### src/rtl/iwwdt_pkg.sv
// Constants, register map and types of the independent window watchdog
// Functional notes
// - Count clock prescaled by 1,16,32,64,128,256
// - 14-bit counter decrements once per prescaled tick
// - Auto-start mode counts right after reset release
// - Refresh is 00h then FFh; starts register mode
// - Reset restores counter and registers, counting stops
// - Underflow or refresh error stops the counter
// - Auto-start resumes after reset or issued request
// - Register-start resumes only on new refresh
// - Window start and end bound refresh-permitted span
// - Reset request on underflow or out-of-window refresh
// - Interrupt request may replace the reset request
// - Status register shows current counter value
// - Event pulses for underflow and refresh error
// - Reset, interrupt and sleep-stop control outputs
// - Divide codes 0,2,3,4,f,5; others prohibited
// - Window start select in control bits 13..12
// - Refresh error flag in status bit 15
package iwwdt_pkg;

   // ==========================================================
   // Register map (byte addresses)
   localparam logic [4:0] ADDR_REFRESH   = 5'h00;
   localparam logic [4:0] ADDR_CONTROL   = 5'h04;
   localparam logic [4:0] ADDR_STATUS    = 5'h08;
   localparam logic [4:0] ADDR_RESET_SEL = 5'h0c;
   localparam logic [4:0] ADDR_SLEEP_STP = 5'h10;
   localparam logic [4:0] ADDR_OPTION    = 5'h14;

   // ==========================================================
   // Field positions
   localparam int DIV_LSB       = 4;
   localparam int WEND_LSB      = 8;
   localparam int WSTART_LSB    = 12;
   localparam int UFLOW_BIT     = 14;
   localparam int REFERR_BIT    = 15;
   localparam int RSEL_BIT      = 7;
   localparam int SLPSTP_BIT    = 7;
   localparam int AUTO_BIT      = 0;

   // ==========================================================
   // Reset values
   localparam logic [3:0]  DIV_RESET    = 4'h0;
   localparam logic [1:0]  WEND_RESET   = 2'h3;
   localparam logic [1:0]  WSTART_RESET = 2'h3;
   localparam logic        RSEL_RESET   = 1'b0;
   localparam logic        SLPSTP_RESET = 1'b0;

   // ==========================================================
   // Counter and window positions
   localparam int          CNT_W    = 14;
   localparam logic [13:0] CNT_FULL = 14'h3fff;
   localparam logic [13:0] POS_0    = 14'h0000;
   localparam logic [13:0] POS_25   = 14'h0fff;
   localparam logic [13:0] POS_50   = 14'h1fff;
   localparam logic [13:0] POS_75   = 14'h2fff;
   localparam logic [13:0] POS_100  = 14'h3fff;

   // ==========================================================
   // Refresh bytes and divide codes
   localparam logic [7:0] REFRESH_FIRST  = 8'h00;
   localparam logic [7:0] REFRESH_SECOND = 8'hff;
   localparam logic [3:0] DIV_CODE_1     = 4'h0;
   localparam logic [3:0] DIV_CODE_16    = 4'h2;
   localparam logic [3:0] DIV_CODE_32    = 4'h3;
   localparam logic [3:0] DIV_CODE_64    = 4'h4;
   localparam logic [3:0] DIV_CODE_128   = 4'hf;
   localparam logic [3:0] DIV_CODE_256   = 4'h5;
   localparam logic [7:0] TERM_1         = 8'h00;
   localparam logic [7:0] TERM_16        = 8'h0f;
   localparam logic [7:0] TERM_32        = 8'h1f;
   localparam logic [7:0] TERM_64        = 8'h3f;
   localparam logic [7:0] TERM_128       = 8'h7f;
   localparam logic [7:0] TERM_256       = 8'hff;

   typedef enum logic [1:0] {
      ST_STOP = 2'b01,
      ST_RUN  = 2'b10
   } iwwdt_state_t;

endpackage

### src/rtl/iwwdt_prescaler.sv
// Prescaler that divides dedicated count clock ticks into counter ticks
`timescale 1ns/1ps
module iwwdt_prescaler (
   input  wire logic       mclk_i,
   input  wire logic       sys_rst_i,
   input  wire logic       src_tick_i,
   input  wire logic [3:0] divide_select_i,
   output logic            tick_o
);

   logic [7:0] div_cnt_reg;
   logic [7:0] term_w;
   logic       wrap_w;

   // ==========================================================
   // Ratio decode; prohibited codes fall back to no division
   assign term_w = (divide_select_i == iwwdt_pkg::DIV_CODE_16)  ? iwwdt_pkg::TERM_16  :
                   (divide_select_i == iwwdt_pkg::DIV_CODE_32)  ? iwwdt_pkg::TERM_32  :
                   (divide_select_i == iwwdt_pkg::DIV_CODE_64)  ? iwwdt_pkg::TERM_64  :
                   (divide_select_i == iwwdt_pkg::DIV_CODE_128) ? iwwdt_pkg::TERM_128 :
                   (divide_select_i == iwwdt_pkg::DIV_CODE_256) ? iwwdt_pkg::TERM_256 :
                                                                  iwwdt_pkg::TERM_1;
   // Greater-or-equal so a ratio change never strands the count
   assign wrap_w = (div_cnt_reg >= term_w);

   // ==========================================================
   // Divider
   always_ff @(posedge mclk_i) begin
      if (sys_rst_i) begin
         div_cnt_reg <= 8'h00;
         tick_o      <= 1'b0;
      end else begin
         tick_o <= src_tick_i & wrap_w;
         if (src_tick_i) begin
            div_cnt_reg <= wrap_w ? 8'h00 : div_cnt_reg + 8'h01;
         end
      end
   end

endmodule

### src/rtl/iwwdt_top.sv
// Independent window watchdog: counter, refresh, window and Avalon-MM registers
`timescale 1ns/1ps
module iwwdt_top (
   input  wire logic        mclk_i,
   input  wire logic        sys_rst_i,
   input  wire logic        count_clk_i,
   input  wire logic        auto_start_i,
   input  wire logic        sleep_i,
   input  wire logic [4:0]  address_i,
   input  wire logic        read_i,
   input  wire logic        write_i,
   input  wire logic [31:0] writedata_i,
   input  wire logic [3:0]  byteenable_i,
   output logic [31:0]      readdata_o,
   output logic             waitrequest_o,
   output logic             reset_req_o,
   output logic             irq_o,
   output logic             evt_underflow_o,
   output logic             evt_refresh_err_o,
   output logic             sleep_count_stop_o
);

   iwwdt_pkg::iwwdt_state_t state_reg;
   iwwdt_pkg::iwwdt_state_t state_next;

   logic [13:0] count_reg;
   logic [13:0] count_next;
   logic [3:0]  div_sel_reg;
   logic [1:0]  wend_reg;
   logic [1:0]  wstart_reg;
   logic        rsel_reg;
   logic        slpstp_reg;
   logic        auto_reg;
   logic        armed_reg;
   logic        uflow_flag_reg;
   logic        referr_flag_reg;
   logic        sync1_reg;
   logic        sync2_reg;
   logic        sync3_reg;
   logic        filt_reg;
   logic        src_tick_reg;
   logic        cnt_tick_w;

   // ==========================================================
   // Dedicated count clock: three-stage sampling, edge on agreement
   always_ff @(posedge mclk_i) begin
      if (sys_rst_i) begin
         sync1_reg    <= 1'b0;
         sync2_reg    <= 1'b0;
         sync3_reg    <= 1'b0;
         filt_reg     <= 1'b0;
         src_tick_reg <= 1'b0;
      end else begin
         sync1_reg    <= count_clk_i;
         sync2_reg    <= sync1_reg;
         sync3_reg    <= sync2_reg;
         if (sync2_reg == sync3_reg) begin
            filt_reg <= sync2_reg;
         end
         src_tick_reg <= (sync2_reg == sync3_reg) & sync2_reg & ~filt_reg;
      end
   end

   iwwdt_prescaler u_prescaler (
      .mclk_i          (mclk_i),
      .sys_rst_i       (sys_rst_i),
      .src_tick_i      (src_tick_reg),
      .divide_select_i (div_sel_reg),
      .tick_o          (cnt_tick_w)
   );

   // ==========================================================
   // Bus decode
   wire        bus_go_w    = ~waitrequest_o & (read_i | write_i);
   wire        wr_go_w     = ~waitrequest_o & write_i;
   wire        hit_ref_w   = (address_i == iwwdt_pkg::ADDR_REFRESH);
   wire        hit_ctl_w   = (address_i == iwwdt_pkg::ADDR_CONTROL);
   wire        hit_sts_w   = (address_i == iwwdt_pkg::ADDR_STATUS);
   wire        hit_rsel_w  = (address_i == iwwdt_pkg::ADDR_RESET_SEL);
   wire        hit_slp_w   = (address_i == iwwdt_pkg::ADDR_SLEEP_STP);
   wire        hit_opt_w   = (address_i == iwwdt_pkg::ADDR_OPTION);
   wire        wr_ref_w    = wr_go_w & hit_ref_w & byteenable_i[0];
   wire [7:0]  wbyte_w     = writedata_i[7:0];

   // ==========================================================
   // Refresh sequence and window
   wire        refresh_hit_w = wr_ref_w & armed_reg & (wbyte_w == iwwdt_pkg::REFRESH_SECOND);
   wire        running_w     = (state_reg == iwwdt_pkg::ST_RUN);
   wire [13:0] win_start_w   = (wstart_reg == 2'h0) ? iwwdt_pkg::POS_25 :
                               (wstart_reg == 2'h1) ? iwwdt_pkg::POS_50 :
                               (wstart_reg == 2'h2) ? iwwdt_pkg::POS_75 : iwwdt_pkg::POS_100;
   wire [13:0] win_end_w     = (wend_reg == 2'h0) ? iwwdt_pkg::POS_75 :
                               (wend_reg == 2'h1) ? iwwdt_pkg::POS_50 :
                               (wend_reg == 2'h2) ? iwwdt_pkg::POS_25 : iwwdt_pkg::POS_0;
   wire        in_window_w   = (count_reg <= win_start_w) & (count_reg >= win_end_w);
   wire        refresh_err_w = refresh_hit_w & running_w & ~in_window_w;
   wire        refresh_ok_w  = refresh_hit_w & ~refresh_err_w;
   wire        sleep_stop_w  = slpstp_reg & sleep_i;
   wire        dec_en_w      = running_w & cnt_tick_w & ~sleep_stop_w;
   wire        underflow_w   = dec_en_w & (count_reg == iwwdt_pkg::POS_0) & ~refresh_hit_w;
   wire        fault_w       = underflow_w | refresh_err_w;

   // ==========================================================
   // Counter state machine
   always_comb begin
      state_next = state_reg;
      count_next = count_reg;
      unique case (state_reg)
         iwwdt_pkg::ST_STOP: begin
            if (refresh_hit_w | auto_reg) begin
               state_next = iwwdt_pkg::ST_RUN;
               count_next = iwwdt_pkg::CNT_FULL;
            end
         end
         iwwdt_pkg::ST_RUN: begin
            if (fault_w) begin
               state_next = iwwdt_pkg::ST_STOP;
               count_next = iwwdt_pkg::CNT_FULL;
            end else if (refresh_ok_w) begin
               count_next = iwwdt_pkg::CNT_FULL;
            end else if (dec_en_w) begin
               count_next = count_reg - 14'h0001;
            end
         end
         default: begin
            state_next = iwwdt_pkg::ST_STOP;
            count_next = iwwdt_pkg::CNT_FULL;
         end
      endcase
   end

   always_ff @(posedge mclk_i) begin
      if (sys_rst_i) begin
         state_reg <= iwwdt_pkg::ST_STOP;
         count_reg <= iwwdt_pkg::CNT_FULL;
      end else begin
         state_reg <= state_next;
         count_reg <= count_next;
      end
   end

   // ==========================================================
   // Refresh arming: any other refresh-register write disarms
   always_ff @(posedge mclk_i) begin
      if (sys_rst_i) begin
         armed_reg <= 1'b0;
      end else if (wr_ref_w) begin
         armed_reg <= (wbyte_w == iwwdt_pkg::REFRESH_FIRST);
      end
   end

   // ==========================================================
   // Software registers; the mode strap is caught while reset is held
   always_ff @(posedge mclk_i) begin
      if (sys_rst_i) begin
         div_sel_reg <= iwwdt_pkg::DIV_RESET;
         wend_reg    <= iwwdt_pkg::WEND_RESET;
         wstart_reg  <= iwwdt_pkg::WSTART_RESET;
         rsel_reg    <= iwwdt_pkg::RSEL_RESET;
         slpstp_reg  <= iwwdt_pkg::SLPSTP_RESET;
         auto_reg    <= auto_start_i;
      end else begin
         if (wr_go_w & hit_ctl_w & byteenable_i[0]) begin
            div_sel_reg <= writedata_i[iwwdt_pkg::DIV_LSB +: 4];
         end
         if (wr_go_w & hit_ctl_w & byteenable_i[1]) begin
            wend_reg   <= writedata_i[iwwdt_pkg::WEND_LSB +: 2];
            wstart_reg <= writedata_i[iwwdt_pkg::WSTART_LSB +: 2];
         end
         if (wr_go_w & hit_rsel_w & byteenable_i[0]) begin
            rsel_reg <= writedata_i[iwwdt_pkg::RSEL_BIT];
         end
         if (wr_go_w & hit_slp_w & byteenable_i[0]) begin
            slpstp_reg <= writedata_i[iwwdt_pkg::SLPSTP_BIT];
         end
      end
   end

   // ==========================================================
   // Status flags: writing zero clears, a fresh event wins
   wire sts_wr_w = wr_go_w & hit_sts_w & byteenable_i[1];

   always_ff @(posedge mclk_i) begin
      if (sys_rst_i) begin
         uflow_flag_reg  <= 1'b0;
         referr_flag_reg <= 1'b0;
      end else begin
         uflow_flag_reg  <= underflow_w |
                            (uflow_flag_reg & ~(sts_wr_w & ~writedata_i[iwwdt_pkg::UFLOW_BIT]));
         referr_flag_reg <= refresh_err_w |
                            (referr_flag_reg & ~(sts_wr_w & ~writedata_i[iwwdt_pkg::REFERR_BIT]));
      end
   end

   // ==========================================================
   // Request and event outputs
   always_ff @(posedge mclk_i) begin
      if (sys_rst_i) begin
         reset_req_o        <= 1'b0;
         irq_o              <= 1'b0;
         evt_underflow_o    <= 1'b0;
         evt_refresh_err_o  <= 1'b0;
         sleep_count_stop_o <= 1'b0;
      end else begin
         reset_req_o        <= fault_w & rsel_reg;
         irq_o              <= fault_w & ~rsel_reg;
         evt_underflow_o    <= underflow_w;
         evt_refresh_err_o  <= refresh_err_w;
         sleep_count_stop_o <= sleep_stop_w;
      end
   end

   // ==========================================================
   // Avalon-MM slave: one wait state, read data captured with it
   wire [31:0] rd_ctl_w  = {16'h0000, 2'b00, wstart_reg, 2'b00, wend_reg, div_sel_reg, 4'h0};
   wire [31:0] rd_sts_w  = {16'h0000, referr_flag_reg, uflow_flag_reg, count_reg};
   wire [31:0] rd_rsel_w = {24'h000000, rsel_reg, 7'h00};
   wire [31:0] rd_slp_w  = {24'h000000, slpstp_reg, 7'h00};
   wire [31:0] rd_opt_w  = {31'h00000000, auto_reg};
   wire [31:0] rd_mux_w  = hit_ctl_w  ? rd_ctl_w  :
                           hit_sts_w  ? rd_sts_w  :
                           hit_rsel_w ? rd_rsel_w :
                           hit_slp_w  ? rd_slp_w  :
                           hit_opt_w  ? rd_opt_w  : 32'h00000000;

   always_ff @(posedge mclk_i) begin
      if (sys_rst_i) begin
         waitrequest_o <= 1'b1;
         readdata_o    <= 32'h00000000;
      end else if (bus_go_w) begin
         waitrequest_o <= 1'b1;
      end else if (read_i | write_i) begin
         waitrequest_o <= 1'b0;
         readdata_o    <= rd_mux_w;
      end else begin
         waitrequest_o <= 1'b1;
      end
   end

   // ==========================================================
   // Checks
   AST_DECREMENT: assert property (@(posedge mclk_i) disable iff (sys_rst_i)
      dec_en_w && !fault_w && !refresh_hit_w |=> count_reg == $past(count_reg) - 14'h0001)
      else $error("Counter did not step down by one on a tick");

   AST_RESET_STATE: assert property (@(posedge mclk_i)
      sys_rst_i |=> count_reg == iwwdt_pkg::CNT_FULL && state_reg == iwwdt_pkg::ST_STOP && !reset_req_o)
      else $error("Reset did not restore the counter");

   AST_FAULT_STOP: assert property (@(posedge mclk_i) disable iff (sys_rst_i)
      fault_w |=> state_reg == iwwdt_pkg::ST_STOP ##1 (state_reg == iwwdt_pkg::ST_RUN) == auto_reg)
      else $error("Counter not stopped or restarted wrongly after fault");

   AST_REG_START: assert property (@(posedge mclk_i) disable iff (sys_rst_i)
      state_reg == iwwdt_pkg::ST_STOP && !auto_reg && !refresh_hit_w |=> state_reg == iwwdt_pkg::ST_STOP)
      else $error("Register-start counter resumed without refresh");

   AST_AUTO_START: assert property (@(posedge mclk_i) disable iff (sys_rst_i)
      $fell(sys_rst_i) && auto_reg |=> state_reg == iwwdt_pkg::ST_RUN)
      else $error("Auto-start counter did not start after reset");

   AST_RESET_OUT: assert property (@(posedge mclk_i) disable iff (sys_rst_i)
      fault_w && rsel_reg |=> reset_req_o && !irq_o)
      else $error("Reset request missing after fault");

   AST_IRQ_OUT: assert property (@(posedge mclk_i) disable iff (sys_rst_i)
      fault_w && !rsel_reg |=> irq_o && !reset_req_o)
      else $error("Interrupt request missing after fault");

   AST_UFLOW_EVT: assert property (@(posedge mclk_i) disable iff (sys_rst_i)
      running_w && cnt_tick_w && !sleep_stop_w && count_reg == 14'h0000 && !refresh_hit_w
      |=> evt_underflow_o && !evt_refresh_err_o)
      else $error("Underflow event not pulsed");

   AST_REFERR_FLAG: assert property (@(posedge mclk_i) disable iff (sys_rst_i)
      refresh_hit_w && running_w && !in_window_w |=> referr_flag_reg && evt_refresh_err_o)
      else $error("Refresh error not flagged");

   AST_BAD_SEQ: assert property (@(posedge mclk_i) disable iff (sys_rst_i)
      wr_ref_w && wbyte_w != iwwdt_pkg::REFRESH_FIRST |=> !armed_reg)
      else $error("Broken refresh sequence left the block armed");

   AST_SLEEP_HOLD: assert property (@(posedge mclk_i) disable iff (sys_rst_i)
      sleep_stop_w && !refresh_hit_w && running_w |=> $stable(count_reg) && sleep_count_stop_o)
      else $error("Counter moved while stopped for sleep");

   AST_TICK_SRC: assert property (@(posedge mclk_i) disable iff (sys_rst_i)
      cnt_tick_w |-> $past(src_tick_reg))
      else $error("Counter tick without a source tick");

   AST_WIN_RELOAD: assert property (@(posedge mclk_i) disable iff (sys_rst_i)
      refresh_hit_w && running_w && in_window_w |=> running_w && count_reg == iwwdt_pkg::CNT_FULL)
      else $error("In-window refresh did not reload");

   AST_REG_REFRESH: assert property (@(posedge mclk_i) disable iff (sys_rst_i)
      !running_w && refresh_hit_w |=> running_w && count_reg == iwwdt_pkg::CNT_FULL)
      else $error("Refresh did not start the counter");

   AST_AUTO_RESUME: assert property (@(posedge mclk_i) disable iff (sys_rst_i)
      !running_w && auto_reg |=> running_w)
      else $error("Auto-start counter did not resume");

   AST_STATUS_READ: assert property (@(posedge mclk_i) disable iff (sys_rst_i)
      read_i && !waitrequest_o && hit_sts_w
      |-> readdata_o[15:0] == {$past(referr_flag_reg), $past(uflow_flag_reg), $past(count_reg)})
      else $error("Status read does not show the counter");

   AST_FAULT_CAUSE: assert property (@(posedge mclk_i) disable iff (sys_rst_i)
      reset_req_o || irq_o |-> $past(fault_w))
      else $error("Request output without a fault");

   AST_EVT_CAUSE: assert property (@(posedge mclk_i) disable iff (sys_rst_i)
      evt_underflow_o || evt_refresh_err_o |-> $past(fault_w))
      else $error("Event pulse without a fault");

   AST_DIV_WRITE: assert property (@(posedge mclk_i) disable iff (sys_rst_i)
      wr_go_w && hit_ctl_w && byteenable_i[0] |=> div_sel_reg == $past(writedata_i[iwwdt_pkg::DIV_LSB +: 4]))
      else $error("Divide select not written");

   AST_WSTART_WRITE: assert property (@(posedge mclk_i) disable iff (sys_rst_i)
      wr_go_w && hit_ctl_w && byteenable_i[1] |=> wstart_reg == $past(writedata_i[iwwdt_pkg::WSTART_LSB +: 2]))
      else $error("Window start select not written");

   AST_RSEL_WRITE: assert property (@(posedge mclk_i) disable iff (sys_rst_i)
      wr_go_w && hit_rsel_w && byteenable_i[0] |=> rsel_reg == $past(writedata_i[iwwdt_pkg::RSEL_BIT]))
      else $error("Reset select not written");

   AST_ARM: assert property (@(posedge mclk_i) disable iff (sys_rst_i)
      wr_ref_w && wbyte_w == iwwdt_pkg::REFRESH_FIRST |=> armed_reg)
      else $error("First refresh byte did not arm");

   AST_SLEEP_OUT: assert property (@(posedge mclk_i) disable iff (sys_rst_i)
      sleep_stop_w |=> sleep_count_stop_o)
      else $error("Sleep stop output missing");

   AST_UFLOW_STOP: assert property (@(posedge mclk_i) disable iff (sys_rst_i)
      underflow_w |=> uflow_flag_reg && !running_w)
      else $error("Underflow did not stop and flag");

endmodule
### config.mk
export PLATFORM = sky130hd
export DESIGN_NAME = iwwdt_top
export DESIGN_NICKNAME = d
export VERILOG_FILES = /design/src/rtl/iwwdt_pkg.sv /design/src/rtl/iwwdt_prescaler.sv /design/src/rtl/iwwdt_top.sv
export SDC_FILE = /design/constraint.sdc
export NUM_CORES = 1
export LEC_CHECK = 0
export ABC_AREA = 1
export BUFFER_PORTS_ARGS = -buffer_cell sky130_fd_sc_hd__buf_2
export CORE_ASPECT_RATIO = 1.2
export CORE_MARGIN = 2
export CORE_UTILIZATION = 39
export CTS_BUF_LIST = sky130_fd_sc_hd__clkbuf_8 sky130_fd_sc_hd__clkbuf_16
export DETAILED_ROUTE_END_ITERATION = 10
export PLACE_DENSITY_LB_ADDON = 0.1
export SETUP_SLACK_MARGIN = 0.5
export SYNTH_ARGS = -nofsm -noshare
export SYNTH_HDL_FRONTEND = slang
export SYNTH_SLANG_ARGS = --single-unit
export TNS_END_PERCENT = 100
### constraint.sdc
create_clock -name mclk_i -period 2 [get_ports mclk_i]
set_input_delay 0.4 -clock mclk_i [delete_from_list [all_inputs] [get_ports mclk_i]]
set_output_delay 0.4 -clock mclk_i [all_outputs]
set_load 0.1 [all_outputs]
==> flow_summary.toml <==
[grt]
grt_pass1_wl_um = 18200
grt_usage_pct = 21.6
antenna_found_initial = 0
grt_overflow = 0
met1_usage_pct = 26.5
grt_util_met2_pct = 37.5
use_met3_pct = 3.17
grt_pass1_vias = 3820
grt_max_degree = 36
grt-busiest-layer = "met2"

[placement]
placed_cell_area_mm2 = 0.00472
gp_congestion = 0.861
pre_cts_ws_ns = -0.220
dp_hpwl_um = 8050
numPortBuffers = 49

[synthesis]
yosys_warnings = 0
synth.yosys.seq_area_share_pct = 34.2
ys.flop_type = "dfxtp_1"
ys_types = 43
ys_ff_latch = 66
synth.area.top_cells = "dfxtp_1 33%, nand2_1 10%, ha_1 6.7%"
ys_top_cells_by_count = "105 x nand2_1, 65 x dfxtp_1, 57 x inv_1, 52 x nand3_1, 52 x nor2_1"
synth_edf_count = 1
async_reset_ff_share_pct = 0
synth_area_leader_cell = "dfxtp_1"
synth_area_mm2 = 0.00390
syn_area_per_cell_um2 = 7.26
syn_inst = 537
synth_top_area_share_pct = 33.4
synth.most_common_cell = "nand2_1"

[sta]
clock_skew_ns = 0.00750
finalWorstSetupSlack_ns = -0.230
tns_ns = -3.42
fmax_ghz = 0.448
setup_viol = 18
min_period_ns = 2.23
rsz0062_at_grt = "true"
fin_crit_sh_pct = 111
slew_viol_final = 0
hold_viol = 0

[clocking]
clock-root-buffer = "clkbuf_16"
hold_buffers = 0
clockBufferDepth = 2
clk_latency_ns = 0.33
cts_tree = "yes"
htreeDepth = 3
clkTransAtPathRegs_ns = 0.05
cts_made_buffers = 9
cts.sinks = 66

[power]
powerDensity_mw_per_mm2 = 735
total_power_uw = 4200
ir_drop_mv = 0.370
power.leakage_uw = 0.00270

[detailed_routing]
first_pass_iters = 4
drt_wl_total_um = 11200
vias_per_cell = 5.01
ant_nets = 0
vias = 3978
routedWlPerCell_um = 14.2
drtIter0Drc = 137
drc_errors = 0

[setup_path]
r2r-end = "count_reg[2]"
reg2reg_slack_ns = -0.23
cp.depth = 19
startpoint = "wend_reg[1]"
required_ns = 2.22
crit_slowest_cell = "dfxtp_4"
path_cells = "inv_4, nand2_2, ha_4, nand2_2, inv_2, nand2_2, nor2_4, nand2_2, nor2_1, nor2_2, nand3_2, nand2_4, buf_6, nand2_4, nand2_4, nor2_4, nand2_4, nand3_1, nand3_1"
cp_top_family = "simple AND/OR/NAND/NOR gates"
crit_type = "register to register"
regToRegStartpoint = "wend_reg[1]"
crit_arrival_ns = 2.45
cp_slowest_stage_delay_ns = 0.36
critPathCapture = "count_reg[2]"
critical_path.startpoint_type = "register"
end_kind = "register"
reg2regPathDepth = 19
path_max_fanout = 7
path_buf_inv = 3

[cells_and_area]
area_growth_pct = 46.8
register_area_mm2 = 0.00135
nFillCells = 897
largest_reg_flops = 16
drive_gt1_share_pct = 41.7
diodes = 0
fin_nets = 735
fin_area_mm2 = 0.00572
multiInputGateArea_mm2 = 0.00265

[die]
die_h_um = 114
core_mm2 = 0.00961
fp-row-count = 39
die_x_um = 95.3
dieArea_mm2 = 0.0108
initial_core_util_pct = 40.5
io_pins = 86

[worst_hold_path]
hp-class = "input pin to register"

[run_status]
violations = "negative setup slack"
status = "finished with violations"

[flow_run]
maxCapViolations = 0
## what timing repair did
action / in CTS / in global routing
pin swaps: 5 / 35
setup buffers: 8 / 14
setup endpoints to repair: 41 / 52
gates cloned: 2 / 0
gates resized for setup: 52 / 79
## worst reg2reg max path, cell delays in order (launching register included)
cell     delay [ns]
dfxtp_4        0.36
inv_4          0.06
nand2_2        0.06
ha_4           0.26
nand2_2        0.05
inv_2          0.05
nand2_2        0.06
nor2_4         0.12
nand2_2        0.08
nor2_1         0.12
nor2_2         0.05
nand3_2        0.09
nand2_4        0.08
buf_6          0.13
nand2_4        0.05
nand2_4        0.05
nor2_4         0.17
nand2_4        0.13
nand3_1        0.10
nand3_1        0.06
## kinds of logic (layout without fill, tap and decap cells)
| group | Yosys count | after routing | synth area share (%) |
|---|---|---|---|
| other | 1 | 16 | 0.0962 |
| DFF | 66 | 66 | 34.2 |
| and+or+nand+nor | 279 | 280 | 35.2 |
| AOI/OAI and AO/OA | 71 | 71 | 10.3 |
| adders and majority gates | 21 | 21 | 6.74 |
| xor gates and xnor gates | 10 | 10 | 2.25 |
| buffers and inverters | 89 | 207 | 11.3 |
## where the power goes
| group | switching, µW | leakage, µW | internal [µW] |
|---|---|---|---|
| combinational | 671 | 0.00200 | 386 |
| sequential | 63.3 | 0.000539 | 1380 |
| clock | 559 | 0.000170 | 1150 |
| total | 1290 | 0.00270 | 2910 |
## per-layer routing
metal  part of all wire (%)  vias up
met4                    2.4        0
met1                     42     1848
met3                    4.8       21
met2                     51       90
met5                      0        -
li1                       -     2019
## placed cells by master (no fill, tap or decap), drive strengths merged, types with 2 or more instances in the layout
| cell | n |
|---|---|
| a21o | 2 |
| a21oi | 34 |
| a22oi | 4 |
| a31oi | 3 |
| and2 | 2 |
| buf | 125 |
| bufinv | 2 |
| clkbuf | 18 |
| conb | 16 |
| dfxtp | 65 |
| ha | 21 |
| inv | 62 |
| nand2 | 116 |
| nand3 | 69 |
| nand3b | 2 |
| nand4 | 11 |
| nor2 | 59 |
| nor3 | 13 |
| nor4 | 5 |
| o2111ai | 2 |
| o21ai | 16 |
| o22ai | 5 |
| o32ai | 2 |
| xnor2 | 3 |
| xor2 | 7 |
## through the flow
stage | instances | hold WS, ns | util [%]
floorplan | 552 | 0.388 | -
global placement | 754 | 0.398 | 49.1
detailed placement | 754 | 0.397 | 49.1
CTS | 780 | 0.232 | 55.2
global route | 794 | 0.237 | 59.5
finish | 794 | 0.246 | 59.5
## final cells by class
| type | count | area share [%] |
|---|---|---|
| inverter | 59 | 4.09 |
| clock buffer | 11 | 4.42 |
| tap | 123 | 2.69 |
| sequential | 66 | 23.7 |
| clock inverter | 5 | 1.25 |
| multi-input combinational | 398 | 46.2 |
| timing repair buffer | 132 | 17.6 |
## worst min path at each step
stage / start / end / slack, ns / cells past startpoint
floorplan: sync1_reg / sync2_reg / 0.39 / 2
global placement: sync1_reg / sync2_reg / 0.40 / 2
detailed placement: sync1_reg / sync2_reg / 0.40 / 2
CTS: auto_start_i / auto_reg / 0.23 / 1
global route: auto_start_i / auto_reg / 0.24 / 1
finish: auto_start_i / auto_reg / 0.25 / 1
Power figures use the tool's default switching activity.
